### config.mk
export PLATFORM = sky130hd
export DESIGN_NAME = dcf_fifo_user_flat
export DESIGN_NICKNAME = d
export VERILOG_FILES = /design/src/include/dcf_pkg.sv /design/src/include/dcf_link_if.sv /design/src/logic/dcf_fifo_user.sv /design/src/flat_wrapper.sv
export SDC_FILE = /design/constraint.sdc
export NUM_CORES = 1
export LEC_CHECK = 0
export BUFFER_PORTS_ARGS = -buffer_cell sky130_fd_sc_hd__buf_2
export CORE_AREA = 2 2 78 80
export DETAILED_ROUTE_END_ITERATION = 6
export DIE_AREA = 0 0 80 82
export GPL_TIMING_DRIVEN = 0
export PLACE_DENSITY = 0.74
export RECOVER_POWER = 100
export SLEW_MARGIN = 15
export SYNTH_ARGS = -nofsm -noshare
export SYNTH_HDL_FRONTEND = slang
export SYNTH_SLANG_ARGS = --single-unit
### constraint.sdc
create_clock -name clk_i -period 1.5 [get_ports clk_i]
set_input_delay 0.075 -clock clk_i [delete_from_list [all_inputs] [get_ports clk_i]]
set_output_delay 0.075 -clock clk_i [all_outputs]
set_load 0.03 [all_outputs]
### src/include/dcf_pkg.sv
// constants shared by both ends of the strobe-clocked fifo link
//
// Behaviour
// - writes ignored while full flag set
// - reads ignored while empty flag set
// - reset: empty, counters cleared, outputs zero
// - pointer reset input is active low
// - depth is two to (field plus one)
// - equal and at-or-above level flags
// - level eight bits; wide depths step two
// - wide depth: equal at twice (level plus one)
// - odd parity when select high, else even
// - generation replaces ninth written bit
// - writer drives select, strobe low; rising sample
// - reader drives select, strobe low on read clock
// - write side on write clock, read on read
// - flags update after strobe clock falls
// - user avoids flags in update window
// - user avoids writes leaving full, reads leaving empty
`default_nettype none

package dcf_pkg;
   // ----------------------------------------------------------------
   // data and geometry
   // ----------------------------------------------------------------
   localparam int DATA_W      = 9;
   localparam int PAR_BIT     = 8;
   localparam int DEPTH_LOG_W = 3;
   localparam int LEVEL_W     = 8;
   localparam int WIDE_LOG    = 8;   // depth field value that gives 512 words

   // ----------------------------------------------------------------
   // controller register port
   // ----------------------------------------------------------------
   localparam int REG_AW = 4;
   localparam int REG_DW = 16;

   localparam logic [REG_AW-1:0] OFS_CTRL     = 4'h0;
   localparam logic [REG_AW-1:0] OFS_WDATA    = 4'h1;
   localparam logic [REG_AW-1:0] OFS_RDATA    = 4'h2;
   localparam logic [REG_AW-1:0] OFS_STATUS   = 4'h3;
   localparam logic [REG_AW-1:0] OFS_IRQ_STAT = 4'h4;
   localparam logic [REG_AW-1:0] OFS_IRQ_MASK = 4'h5;

   localparam int CTRL_WR_GO = 0;
   localparam int CTRL_RD_GO = 1;
   localparam int CTRL_PRST  = 2;

   localparam int ST_FULL  = 0;
   localparam int ST_EMPTY = 1;
   localparam int ST_EQ    = 2;
   localparam int ST_GE    = 3;
   localparam int ST_RPE   = 4;
   localparam int ST_WPE   = 5;
   localparam int ST_WBUSY = 6;
   localparam int ST_RBUSY = 7;

   localparam int IRQ_W       = 4;
   localparam int IRQ_WR_DONE = 0;
   localparam int IRQ_RD_DONE = 1;
   localparam int IRQ_RD_PAR  = 2;
   localparam int IRQ_FULL    = 3;

   localparam logic [IRQ_W-1:0] IRQ_MASK_RST = 4'h0;

   // ----------------------------------------------------------------
   // strobe clock timing
   // ----------------------------------------------------------------
   localparam int LINK_HALF_CYC = 4;   // clk_i cycles per strobe clock phase, at least 2

   typedef enum logic [2:0] {
      DCF_IDLE = 3'b001,
      DCF_WR   = 3'b010,
      DCF_RD   = 3'b100
   } dcf_state_t;
endpackage

`default_nettype wire

### src/include/dcf_link_if.sv
// link between the fifo cell and the user logic driving it
`default_nettype none

interface dcf_link_if;
   import dcf_pkg::*;

   logic              wr_side_clk;
   logic              rd_side_clk;
   logic              wr_block_sel_n;
   logic              wr_strobe_n;
   logic [DATA_W-1:0] wr_data_in;
   logic              rd_block_sel_n;
   logic              rd_strobe_n;
   logic              fifo_reset_n;
   logic              full;
   logic              empty;
   logic              level_equal_flag;
   logic              level_reached_flag;
   logic [DATA_W-1:0] rd_data_out;
   logic              rd_parity_err;
   logic              wr_parity_err;

   modport dev (
      input  wr_side_clk, rd_side_clk, wr_block_sel_n, wr_strobe_n, wr_data_in,
      input  rd_block_sel_n, rd_strobe_n, fifo_reset_n,
      output full, empty, level_equal_flag, level_reached_flag,
      output rd_data_out, rd_parity_err, wr_parity_err
   );

   modport user (
      output wr_side_clk, rd_side_clk, wr_block_sel_n, wr_strobe_n, wr_data_in,
      output rd_block_sel_n, rd_strobe_n, fifo_reset_n,
      input  full, empty, level_equal_flag, level_reached_flag,
      input  rd_data_out, rd_parity_err, wr_parity_err
   );
endinterface

`default_nettype wire

### src/logic/dcf_fifo_user.sv
// user-side controller driving the fifo cell from a register port
`default_nettype none

module dcf_fifo_user
   import dcf_pkg::*;
#(
   parameter int HALF = dcf_pkg::LINK_HALF_CYC
) (
   // clock and reset
   input  wire logic                        clk_i,
   input  wire logic                        reset_i,
   // register port
   input  wire logic [dcf_pkg::REG_AW-1:0]  addr_i,
   input  wire logic [dcf_pkg::REG_DW-1:0]  wdata_i,
   input  wire logic                        wr_i,
   input  wire logic                        rd_i,
   output logic      [dcf_pkg::REG_DW-1:0]  rdata_o,
   output logic                             irq_o,
   // link to fifo cell
   dcf_link_if.user                         link
);
   import dcf_pkg::*;

   // ----------------------------------------------------------------
   // strobe clock divider, shared by both sides
   // ----------------------------------------------------------------
   logic [7:0] div_q;
   logic       lclk_q;
   logic       tick;
   logic       fall_tick;

   assign tick      = div_q == 8'(HALF - 1);
   assign fall_tick = tick & lclk_q;

   always_ff @(posedge clk_i) begin
      if (reset_i) begin
         div_q  <= '0;
         lclk_q <= 1'b0;
      end else begin
         div_q  <= tick ? '0 : div_q + 8'h01;
         lclk_q <= tick ? ~lclk_q : lclk_q;
      end
   end

   // ----------------------------------------------------------------
   // transfer sequencer
   // ----------------------------------------------------------------
   logic               wr_ctrl;
   logic               wr_pend_q;
   logic               rd_pend_q;
   logic               prst_n_q;
   logic [DATA_W-1:0]  wdat_q;
   logic [DATA_W-1:0]  rdat_q;
   logic               wsel_n_q;
   logic               rsel_n_q;
   logic               rpe_seen_q;
   logic               wr_done;
   logic               rd_done;
   dcf_state_t         state_q;

   assign wr_ctrl = wr_i & (addr_i == OFS_CTRL);
   assign wr_done = fall_tick & (state_q == DCF_WR);
   assign rd_done = fall_tick & (state_q == DCF_RD);

   always_ff @(posedge clk_i) begin
      if (reset_i) begin
         state_q  <= DCF_IDLE;
         wsel_n_q <= 1'b1;
         rsel_n_q <= 1'b1;
      end else if (fall_tick) begin
         unique case (state_q)
            DCF_IDLE: begin
               if (wr_pend_q & ~link.full) begin
                  wsel_n_q <= 1'b0;
                  state_q  <= DCF_WR;
               end else if (rd_pend_q & ~link.empty) begin
                  rsel_n_q <= 1'b0;
                  state_q  <= DCF_RD;
               end
            end
            DCF_WR: begin
               wsel_n_q <= 1'b1;
               state_q  <= DCF_IDLE;
            end
            DCF_RD: begin
               rsel_n_q <= 1'b1;
               state_q  <= DCF_IDLE;
            end
         endcase
      end
   end

   // a new request wins over the start that consumes the old one
   always_ff @(posedge clk_i) begin
      if (reset_i) begin
         wr_pend_q <= 1'b0;
         rd_pend_q <= 1'b0;
      end else begin
         wr_pend_q <= (wr_ctrl & wdata_i[CTRL_WR_GO]) |
                      (wr_pend_q & ~(fall_tick & (state_q == DCF_IDLE) & ~link.full));
         rd_pend_q <= (wr_ctrl & wdata_i[CTRL_RD_GO]) |
                      (rd_pend_q & ~(fall_tick & (state_q == DCF_IDLE) & ~(wr_pend_q & ~link.full)
                                     & ~link.empty));
      end
   end

   always_ff @(posedge clk_i) begin
      if (reset_i) begin
         prst_n_q <= 1'b1;
      end else begin
         prst_n_q <= ~(wr_ctrl & wdata_i[CTRL_PRST]);
      end
   end

   always_ff @(posedge clk_i) begin
      if (reset_i) begin
         wdat_q <= '0;
      end else if (wr_i & (addr_i == OFS_WDATA)) begin
         wdat_q <= wdata_i[DATA_W-1:0];
      end
   end

   // read data and parity error are sampled only at the end of a read high phase
   always_ff @(posedge clk_i) begin
      if (reset_i) begin
         rdat_q     <= '0;
         rpe_seen_q <= 1'b0;
      end else if (rd_done) begin
         rdat_q     <= link.rd_data_out;
         rpe_seen_q <= link.rd_parity_err;
      end
   end

   assign link.wr_side_clk    = lclk_q;
   assign link.rd_side_clk    = lclk_q;
   assign link.wr_block_sel_n = wsel_n_q;
   assign link.wr_strobe_n    = wsel_n_q;
   assign link.wr_data_in     = wdat_q;
   assign link.rd_block_sel_n = rsel_n_q;
   assign link.rd_strobe_n    = rsel_n_q;
   assign link.fifo_reset_n   = prst_n_q;

   // ----------------------------------------------------------------
   // interrupts
   // ----------------------------------------------------------------
   logic [IRQ_W-1:0] stat_q;
   logic [IRQ_W-1:0] mask_q;
   logic [IRQ_W-1:0] ev;
   logic [IRQ_W-1:0] stat_d;
   logic [IRQ_W-1:0] mask_d;
   logic             full_prev_q;

   always_comb begin
      ev                = '0;
      ev[IRQ_WR_DONE]   = wr_done;
      ev[IRQ_RD_DONE]   = rd_done;
      ev[IRQ_RD_PAR]    = rd_done & link.rd_parity_err;
      ev[IRQ_FULL]      = link.full & ~full_prev_q;
      stat_d            = stat_q;
      if (wr_i & (addr_i == OFS_IRQ_STAT)) begin
         stat_d = stat_q & ~wdata_i[IRQ_W-1:0];
      end
      stat_d = stat_d | ev;
      mask_d = mask_q;
      if (wr_i & (addr_i == OFS_IRQ_MASK)) begin
         mask_d = wdata_i[IRQ_W-1:0];
      end
   end

   always_ff @(posedge clk_i) begin
      if (reset_i) begin
         stat_q      <= '0;
         mask_q      <= IRQ_MASK_RST;
         full_prev_q <= 1'b0;
         irq_o       <= 1'b0;
      end else begin
         stat_q      <= stat_d;
         full_prev_q <= link.full;
         irq_o       <= |(stat_d & mask_d);
         mask_q      <= mask_d;
      end
   end

   // ----------------------------------------------------------------
   // register read
   // ----------------------------------------------------------------
   always_ff @(posedge clk_i) begin
      if (reset_i) begin
         rdata_o <= '0;
      end else if (rd_i) begin
         rdata_o <= '0;
         unique case (addr_i)
            OFS_CTRL:     rdata_o <= REG_DW'({rd_pend_q, wr_pend_q});
            OFS_WDATA:    rdata_o <= REG_DW'(wdat_q);
            OFS_RDATA:    rdata_o <= REG_DW'(rdat_q);
            OFS_STATUS:   rdata_o <= REG_DW'({state_q == DCF_RD, state_q == DCF_WR, link.wr_parity_err,
                                              rpe_seen_q, link.level_reached_flag, link.level_equal_flag,
                                              link.empty, link.full});
            OFS_IRQ_STAT: rdata_o <= REG_DW'(stat_q);
            OFS_IRQ_MASK: rdata_o <= REG_DW'(mask_q);
            default:      rdata_o <= '0;
         endcase
      end
   end
endmodule // dcf_fifo_user

`default_nettype wire

### src/flat_wrapper.sv
// flat-port wrapper written by rule: the top's interface ports become plain ports
module dcf_fifo_user_flat import dcf_pkg::*;
#(
   parameter int HALF = dcf_pkg::LINK_HALF_CYC
)
  (clk_i, reset_i, addr_i, wdata_i, wr_i, rd_i, rdata_o, irq_o, link_wr_side_clk, link_rd_side_clk, link_wr_block_sel_n, link_wr_strobe_n, link_wr_data_in, link_rd_block_sel_n, link_rd_strobe_n, link_fifo_reset_n, link_full, link_empty, link_level_equal_flag, link_level_reached_flag, link_rd_data_out, link_rd_parity_err, link_wr_parity_err);
  dcf_link_if link_i ();
  input  wire logic clk_i;
  input  wire logic reset_i;
  input  wire logic [dcf_pkg::REG_AW-1:0] addr_i;
  input  wire logic [dcf_pkg::REG_DW-1:0] wdata_i;
  input  wire logic wr_i;
  input  wire logic rd_i;
  output logic      [dcf_pkg::REG_DW-1:0] rdata_o;
  output logic irq_o;
  output wire logic [$bits(link_i.wr_side_clk)-1:0] link_wr_side_clk;
  output wire logic [$bits(link_i.rd_side_clk)-1:0] link_rd_side_clk;
  output wire logic [$bits(link_i.wr_block_sel_n)-1:0] link_wr_block_sel_n;
  output wire logic [$bits(link_i.wr_strobe_n)-1:0] link_wr_strobe_n;
  output wire logic [$bits(link_i.wr_data_in)-1:0] link_wr_data_in;
  output wire logic [$bits(link_i.rd_block_sel_n)-1:0] link_rd_block_sel_n;
  output wire logic [$bits(link_i.rd_strobe_n)-1:0] link_rd_strobe_n;
  output wire logic [$bits(link_i.fifo_reset_n)-1:0] link_fifo_reset_n;
  input wire logic [$bits(link_i.full)-1:0] link_full;
  input wire logic [$bits(link_i.empty)-1:0] link_empty;
  input wire logic [$bits(link_i.level_equal_flag)-1:0] link_level_equal_flag;
  input wire logic [$bits(link_i.level_reached_flag)-1:0] link_level_reached_flag;
  input wire logic [$bits(link_i.rd_data_out)-1:0] link_rd_data_out;
  input wire logic [$bits(link_i.rd_parity_err)-1:0] link_rd_parity_err;
  input wire logic [$bits(link_i.wr_parity_err)-1:0] link_wr_parity_err;
  assign link_wr_side_clk = link_i.wr_side_clk;
  assign link_rd_side_clk = link_i.rd_side_clk;
  assign link_wr_block_sel_n = link_i.wr_block_sel_n;
  assign link_wr_strobe_n = link_i.wr_strobe_n;
  assign link_wr_data_in = link_i.wr_data_in;
  assign link_rd_block_sel_n = link_i.rd_block_sel_n;
  assign link_rd_strobe_n = link_i.rd_strobe_n;
  assign link_fifo_reset_n = link_i.fifo_reset_n;
  assign link_i.full = link_full;
  assign link_i.empty = link_empty;
  assign link_i.level_equal_flag = link_level_equal_flag;
  assign link_i.level_reached_flag = link_level_reached_flag;
  assign link_i.rd_data_out = link_rd_data_out;
  assign link_i.rd_parity_err = link_rd_parity_err;
  assign link_i.wr_parity_err = link_wr_parity_err;
  dcf_fifo_user #(.HALF(HALF)) u_core (.clk_i(clk_i), .reset_i(reset_i), .addr_i(addr_i), .wdata_i(wdata_i), .wr_i(wr_i), .rd_i(rd_i), .rdata_o(rdata_o), .irq_o(irq_o), .link(link_i));
endmodule
==> summary.md, run 1 <==
| Metric | Value |
|---|---|
| Largest cells by area after synthesis | dfxtp_1 43%, mux2i_1 6.6%, a21oi_1 5.2%, nor2_1 4.9%, nand2_1 3.8% |
| Via/cell ratio | 5.27 |
| Worst-path cell chain | ha_4 -> and4bb_4 -> and3_4 -> o22ai_1 -> a41oi_2 |
| Max_slew headroom | 0.535 |
| Clk sinks | 55 |
| Hold path depth | 3 |
| Multi-input gate area | 1490 µm² |
| Critical path endpoint category | register |
| Clock buffer depth | 2 |
| Pwr Density | 871 nW/µm² |
| Nets | 416 |
| Post-DP Area | 2980 µm² |
| Synth top area share | 0.426 |
| Synth Cell Area | 2590 µm² |
| Clk pwr share | 0.387 |
| VDD IR-drop max | 0.662 mV |
| Slew @ Worst Pin | 0.697 ns |
| Flip-flop and latch area | 1120 µm² |
| Initial core utilization | 0.450 |
| Worst Hold Launch | wdata_i[7] |
| Initial antenna violation count | 0 |
| Worst flop-to-flop path endpoint | u_core.irq_o |
| WP data arrival | 1.72 ns |
| CTS clk-pin slew, worst paths | 0.09 ns |
| Failing checks | negative hold slack |
| Sequential Power Share | 0.510 |
| GR Layer Usage met2 | 0.288 |
| Vias in the first global route | 2,051 |
| Number of synthesized flops with an enable pin | 0 |
| Detailed Place HPWL | 4600 µm |
| Mapped Cells | 295 |
| Run status | finished with violations |
| HP Class | input port to register |
| Met3 Use GR | 0.0374 |
| WHS Endpoint | u_core.link.wr_data_in[7] |
| Power after layout | 2.95 mW |
| Ports | 72 |
| Worst setup SP type | register |
| Num rows | 28 |
| Gate power share | 0.103 |
| Total of max-cap violations | 0 |
| Gr ovfl total | 0 |
| Synth async-reset ratio | 0 |
| Final instance area | 3390 µm² |
| GRT busiest layer | met2 |
| Die Ht | 82 µm |
| Fin Hold WS | -0.00158 ns |
| Layout area overhead | 30.9% |
| Synth warn | 0 |
| Core area | 5750 µm² |
| Worst R2R Setup Slack | 0.01 ns |
| TNS Setup | 0 ns |
| Worst skew pair latency | 0.31 ns |
| Fin crit share | 0.992 |
| I/O Buffers | 55 |
| Root buf cell | clkbuf_8 |
| Seq/Total Area, Yosys | 0.426 |
| Layout cell share with drive strength beyond 1 | 0.289 |
| Antenna cell count | 0 |
| Routed wire length | 6810 µm |
| #FFs+latches synth | 55 |
| RSZ-0062 raised after global routing | true |
| Fmax | 672 MHz |
| Drt drc | 0 |
| Worst Path Max Fanout | 7 |
| Final Max Tran Viols | 0 |
| RD Place Congestion | 0.877 |
| Clk_skew | 0.00531 ns |
| Grt met1 use | 0.281 |
| Count of final hold-check violations | 1 |
| Buffers & Inverters on Critical Path | 0 |
| Syn Area/Cell | 8.77 µm² |
| Critical path's largest stage delay | 0.38 ns |
| Htree depth | 2 |
| Global Route Usage Sum | 0.194 |
| Vias | 2,383 |
| Worst path slowest cell | dfxtp_4 |
| Wire length per cell | 15.1 µm |
| DR iter-0 viols | 160 |
| WS Path Type | register to register |
| Setup Viol. Count Final | 0 |
| R2r startpoint | u_core.div_q[1] |
| Die Wd | 80 µm |
| TritonCTS Buffers | 5 |
| Antenna-violating nets left | 0 |
| Switching power | 0.681 mW |
| Netlist cell types | 45 |
| Switching share of power | 0.231 |
| Data required, critical path | 1.73 ns |
| Fill cells | 543 |
| Area leader, netlist | dfxtp_1 |
| First-pass GRT wire length | 9960 µm |
| R2r worst-path depth | 5 |
| Die Footprint | 6560 µm² |
| Largest net degree at the start of global routing | 17 |
| Leak pwr | 1.43 nW |
| Crit path max-delay family | simple AND/OR/NAND/NOR gates |
| Post-layout minimum cycle time | 1.49 ns |
| Main flop type after synthesis | dfxtp_1 |
| Internal power | 2.27 mW |
| First drt pass iteration count | 4 |
| CTS tree | yes |
==> synth_stat cells (all sizes together), types with 2 or more instances <==
| library cell | number |
|---|---|
| nor3b | 4 |
| nand4bb | 2 |
| and2 | 6 |
| o21ai | 8 |
| and3 | 12 |
| nor2 | 34 |
| o21a | 4 |
| o22ai | 4 |
| nand3 | 11 |
| a21boi | 4 |
| o2bb2ai | 3 |
| mux4 | 2 |
| xor2 | 4 |
| buf | 16 |
| nor2b | 9 |
| a21oi | 27 |
| a31oi | 4 |
| nor4 | 3 |
| xnor2 | 3 |
| inv | 6 |
| a211oi | 2 |
| clkbuf | 7 |
| nand2 | 26 |
| a211o | 2 |
| mux2i | 17 |
| dfxtp | 55 |
| nand2b | 9 |
==> metal layers <==
layer | wire length, µm | share of wire | up-vias
met5 | 0 | 0 | -
met4 | 121 | 0.018 | 0
met3 | 330 | 0.048 | 12
met2 | 3190 | 0.47 | 75
met1 | 3170 | 0.47 | 1125
li1 | - | - | 1171
==> worst register-to-register path, stage by stage (launching register included) <==
cell	delay, ns
dfxtp_4	0.38
ha_4	0.15
and4bb_4	0.30
and3_4	0.25
o22ai_1	0.10
a41oi_2	0.23
==> cell type report <==
cell class / count / area share
Sequential cell: 55 / 0.330
Buffer: 23 / 0.0425
Inverter: 6 / 0.00665
Timing Repair Buffer: 68 / 0.113
Multi-Input combinational cell: 217 / 0.441
Tap cell: 75 / 0.0277
Clock inverter: 2 / 0.0177
Clock buffer: 6 / 0.0214
==> how the worst max path moves through the flow <==
stage,startpoint,end,slack [ns],cells after the start
floorplan,u_core.link.rd_side_clk,u_core.link.rd_block_sel_n,0.01,4
CTS,u_core.state_q[2],u_core.rdat_q[2],0.02,5
detailed placement,u_core.div_q[0],u_core.irq_o,-0.14,5
finish,u_core.div_q[1],u_core.irq_o,0.01,5
global route,u_core.div_q[5],u_core.rdat_q[2],-0.04,6
global placement,u_core.div_q[0],u_core.irq_o,-0.10,5
==> logic make-up (layout without fill, tap and decap cells) <==
family	count (synthesis)	after routing	synth area share
compound gates	62	62	0.149
xor+xnor	7	7	0.0237
fa+ha+maj	1	1	0.00483
buf+inv	29	105	0.0629
flops	55	55	0.426
mux	19	19	0.0832
other cells	1	7	0.00145
simple gates	121	121	0.249
==> registers in the layout, indices dropped and copies added (netlist names) <==
| signal | count |
|---|---|
| u_core.div_q | 8 |
| u_core.irq_o | 1 |
| u_core.link.rd_block_sel_n | 1 |
| u_core.full_prev_q | 1 |
| u_core.link.wr_block_sel_n | 1 |
| u_core.wr_pend_q | 1 |
| u_core.link.wr_data_in | 9 |
| u_core.stat_q | 4 |
| u_core.link.rd_side_clk | 1 |
| u_core.rdata_o | 9 |
| u_core.link.fifo_reset_n | 1 |
| u_core.rpe_seen_q | 1 |
| u_core.rd_pend_q | 1 |
| u_core.rdat_q | 9 |
| u_core.mask_q | 4 |
| u_core.state_q | 3 |
==> through the flow <==
| step | cells | util | worst slack, ns |
|---|---|---|---|
| global route | 452 | 0.589 | -0.0374 |
| floorplan | 301 | - | 0.0112 |
| detailed placement | 431 | 0.519 | -0.141 |
| CTS | 444 | 0.556 | 0.0184 |
| finish | 452 | 0.589 | 0.0119 |
| global placement | 431 | 0.519 | -0.102 |
==> power groups by stage <==
stage	Clock [mW]	Sequential, mW	Combinational (mW)
final	1.14	1.50	0.305
after global routing	1.21	1.51	0.331
after CTS	1.15	1.50	0.286
after detailed placement	0	1.54	0.269
after global placement	0	1.53	0.267
after floorplan	0	1.55	0.161
==> placed cells by master, fill, tap and decap left out, drive strengths merged, types with 3 or more instances in the layout <==
master | netlist | routed
xnor2 | 3 | 3
xor2 | 4 | 4
conb | 1 | 7
nor2 | 34 | 34
o2bb2ai | 3 | 3
o21a | 4 | 4
dlygate4sd3 | 0 | 6
dfxtp | 55 | 55
nand2b | 9 | 9
buf | 16 | 60
nand3 | 11 | 11
and3 | 12 | 12
o22ai | 4 | 4
nor4 | 3 | 3
inv | 6 | 6
nand2 | 26 | 26
nor2b | 9 | 9
and2 | 6 | 6
a21boi | 4 | 4
o21ai | 8 | 8
nor3b | 4 | 4
a21oi | 27 | 27
mux2i | 17 | 17
clkbuf | 7 | 31
a31oi | 4 | 4
==> repair_timing <==
item	CTS	global route
cloned	0	1
setup buffers	2	4
gates resized for setup	10	38
setup endpoints to repair	16	16
pin swaps	1	18
hold buffers	3	3
endpoints found under the hold margin	3	3
Power figures use the tool's default switching activity.
==> run 2: changes to the inputs <==
--- a/config.mk
+++ b/config.mk
@@ -12,6 +12,7 @@
 export GPL_TIMING_DRIVEN = 0
 export PLACE_DENSITY = 0.74
 export RECOVER_POWER = 100
+export REMOVE_ABC_BUFFERS = 1
 export SLEW_MARGIN = 15
 export SYNTH_ARGS = -nofsm -noshare
 export SYNTH_HDL_FRONTEND = slang
==> summary.md, run 2 (synthesis results as in run 1) <==
| Metric | Value |
|---|---|
| Post-DP Area | 2850 µm² (-4.4%) |
| Die Ht | 82 µm (unchanged) |
| Worst R2R Setup Slack | 0.009 ns (about the same) |
| Worst skew pair latency | 0.31 ns (about the same) |
| Max_slew headroom | 0.456 (-0.0794) |
| Setup Viol. Count Final | 0 (unchanged) |
| WS Path Type | register to register |
| Critical path's largest stage delay | 0.38 ns (about the same) |
| Vias | 2,260 (-5.2%) |
| Power after layout | 2.65 mW (-9.9%) |
| Commonest non-fill, non-tap cells in the layout | 57 x buf_2, 48 x dfxtp_1, 34 x nor2_1 |
| Gr ovfl total | 0 (unchanged) |
| Final instance area | 3190 µm² (-5.7%) |
| Root buf cell | clkbuf_8 |
| Clk sinks | 55 (unchanged) |
| Core area | 5750 µm² (unchanged) |
| Critical path endpoint category | register |
| Vias in the first global route | 2,047 (-0.20%) |
| DR iter-0 viols | 208 (+30%) |
| Num rows | 28 (unchanged) |
| VDD IR-drop max | 0.638 mV (-3.5%) |
| Slew @ Worst Pin | 0.817 ns (+0.119 ns) |
| Routed wire length | 6150 µm (-9.7%) |
| Fin cells | 436 (-3.5%) |
| Detailed Place HPWL | 4160 µm (-9.5%) |
| Final Max Tran Viols | 0 (unchanged) |
| First-pass GRT wire length | 9500 µm (-4.6%) |
| Clock buffer depth | 2 (unchanged) |
| Worst Path Max Fanout | 7 (unchanged) |
| Final Core Density | 0.556 (-0.0335) |
| RSZ-0062 raised after global routing | true |
| First drt pass iteration count | 4 (unchanged) |
| Antenna-violating nets left | 0 (unchanged) |
| HP Class | input port to register |
| Fmax | 671 MHz (-0.21%) |
| Initial core utilization | 0.450 (unchanged) |
| Drt drc | 0 (unchanged) |
| TritonCTS Buffers | 5 (unchanged) |
| Layout area overhead | 23.4% |
| Placed Instances | 410 (-4.9%) |
| Nets | 400 (-3.8%) |
| Via/cell ratio | 5.18 (-1.7%) |
| Fin Hold WS | 0.00739 ns (+0.00897 ns) |
| Ports | 72 (unchanged) |
| Flip-flop and latch area | 1110 µm² (-0.67%) |
| Post-layout minimum cycle time | 1.49 ns (+0.00316 ns) |
| I/O Buffers | 57 (+3.6%) |
| Die Footprint | 6560 µm² (unchanged) |
| RD Place Congestion | 0.831 (-5.3%) |
| Run status | complete, no violations |
| Fill cells | 548 (+0.92%) |
| Fin crit share | 0.994 (+0.00211) |
| Largest net degree at the start of global routing | 44 (+27) |
| WP data arrival | 1.69 ns (-0.03 ns) |
| Clk_skew | 0.0113 ns (+0.00598 ns) |
| Commonest non-fill, non-tap cell in the layout | buf_2 |
| Leak pwr | 1.36 nW (-4.6%) |
| Worst setup SP type | register |
| Global Route Usage Sum | 0.186 (-0.00842) |
| CTS tree | yes |
| Multi-input gate area | 1410 µm² (-5.2%) |
| Layout cell share with drive strength beyond 1 | 0.277 (-0.0121) |
| Antenna cell count | 0 (unchanged) |
| Die Wd | 80 µm (unchanged) |
| CTS clk-pin slew, worst paths | 0.10 ns (about the same) |
| Total of max-cap violations | 0 (unchanged) |
| Count of final hold-check violations | 0 (-1) |
| Pwr Density | 831 nW/µm² (-4.5%) |
| Initial antenna violation count | 0 (unchanged) |
| Wire length per cell | 14.1 µm (-6.3%) |
| Worst path slowest cell | dfxtp_2 |
| Worst-path cell chain | ha_4 -> and4bb_4 -> and2_4 -> nand3_1 -> a211o_1 |
| Data required, critical path | 1.70 ns (-0.03 ns) |
| Htree depth | 2 (unchanged) |
==> run 2: worst paths after layout <==
check,startpoint,depth (start not counted),end
worst max-delay path,u_core.div_q[0],5,u_core.link.rd_block_sel_n
worst min-delay path,wdata_i[4],3,u_core.link.wr_data_in[4]
worst max register to register,u_core.div_q[0],5,u_core.link.rd_block_sel_n
worst min register to register,u_core.rdat_q[2],2,u_core.rdat_q[2]
==> run 2: layout make-up <==
class / instances / area share
Timing Repair Buffer: 75 / 0.143
Multi-Input combinational cell: 217 / 0.443
Clock inverter: 2 / 0.00431
Clock buffer: 6 / 0.0259
Inverter: 6 / 0.00705
Tap cell: 75 / 0.0294
Sequential cell: 55 / 0.348
==> run 2: metrics by stage <==
| step | worst slack [ns] | setup TNS (ns) |
|---|---|---|
| global route | -0.0385 | -0.211 |
| floorplan | -0.232 | -1.86 |
| finish | 0.00875 | 0 |
| global placement | -0.842 | -10.40 |
| detailed placement | -0.903 | -11.57 |
| CTS | 0.0114 | 0 |
==> run 2: power breakdown <==
| group | total (mW) | leakage, nW | switching, mW | internal, mW |
|---|---|---|---|---|
| Sequential | 1.50 | 0.447 | 0.0198 | 1.48 |
| Combinational | 0.289 | 0.865 | 0.173 | 0.116 |
| Clock | 0.863 | 0.0516 | 0.484 | 0.379 |
==> run 2: worst max-delay path: cells and delay by family, from the launching register on <==
family | cells | cell delay, ns
adders and majority gates | 1 | 0.16
AOI/OAI and AO/OA | 1 | 0.30
and+or+nand+nor | 3 | 0.54
DFF | 1 | 0.38
==> run 2: what timing repair did <==
item,CTS,global route
setup endpoints to repair,25,22
endpoints found under the hold margin,8,0
hold buffers,8,0
gates resized for setup,13,10
pin swaps,2,2
setup buffers,4,6
==> run 2: metal layers <==
layer / vias up / track usage / share of wire
li1: 1136 / - / -
met1: 1052 / 0.252 / 0.47
met2: 65 / 0.293 / 0.47
met3: 7 / 0.0330 / 0.047
met4: 0 / 0.0763 / 0.014
met5: - / 0 / 0
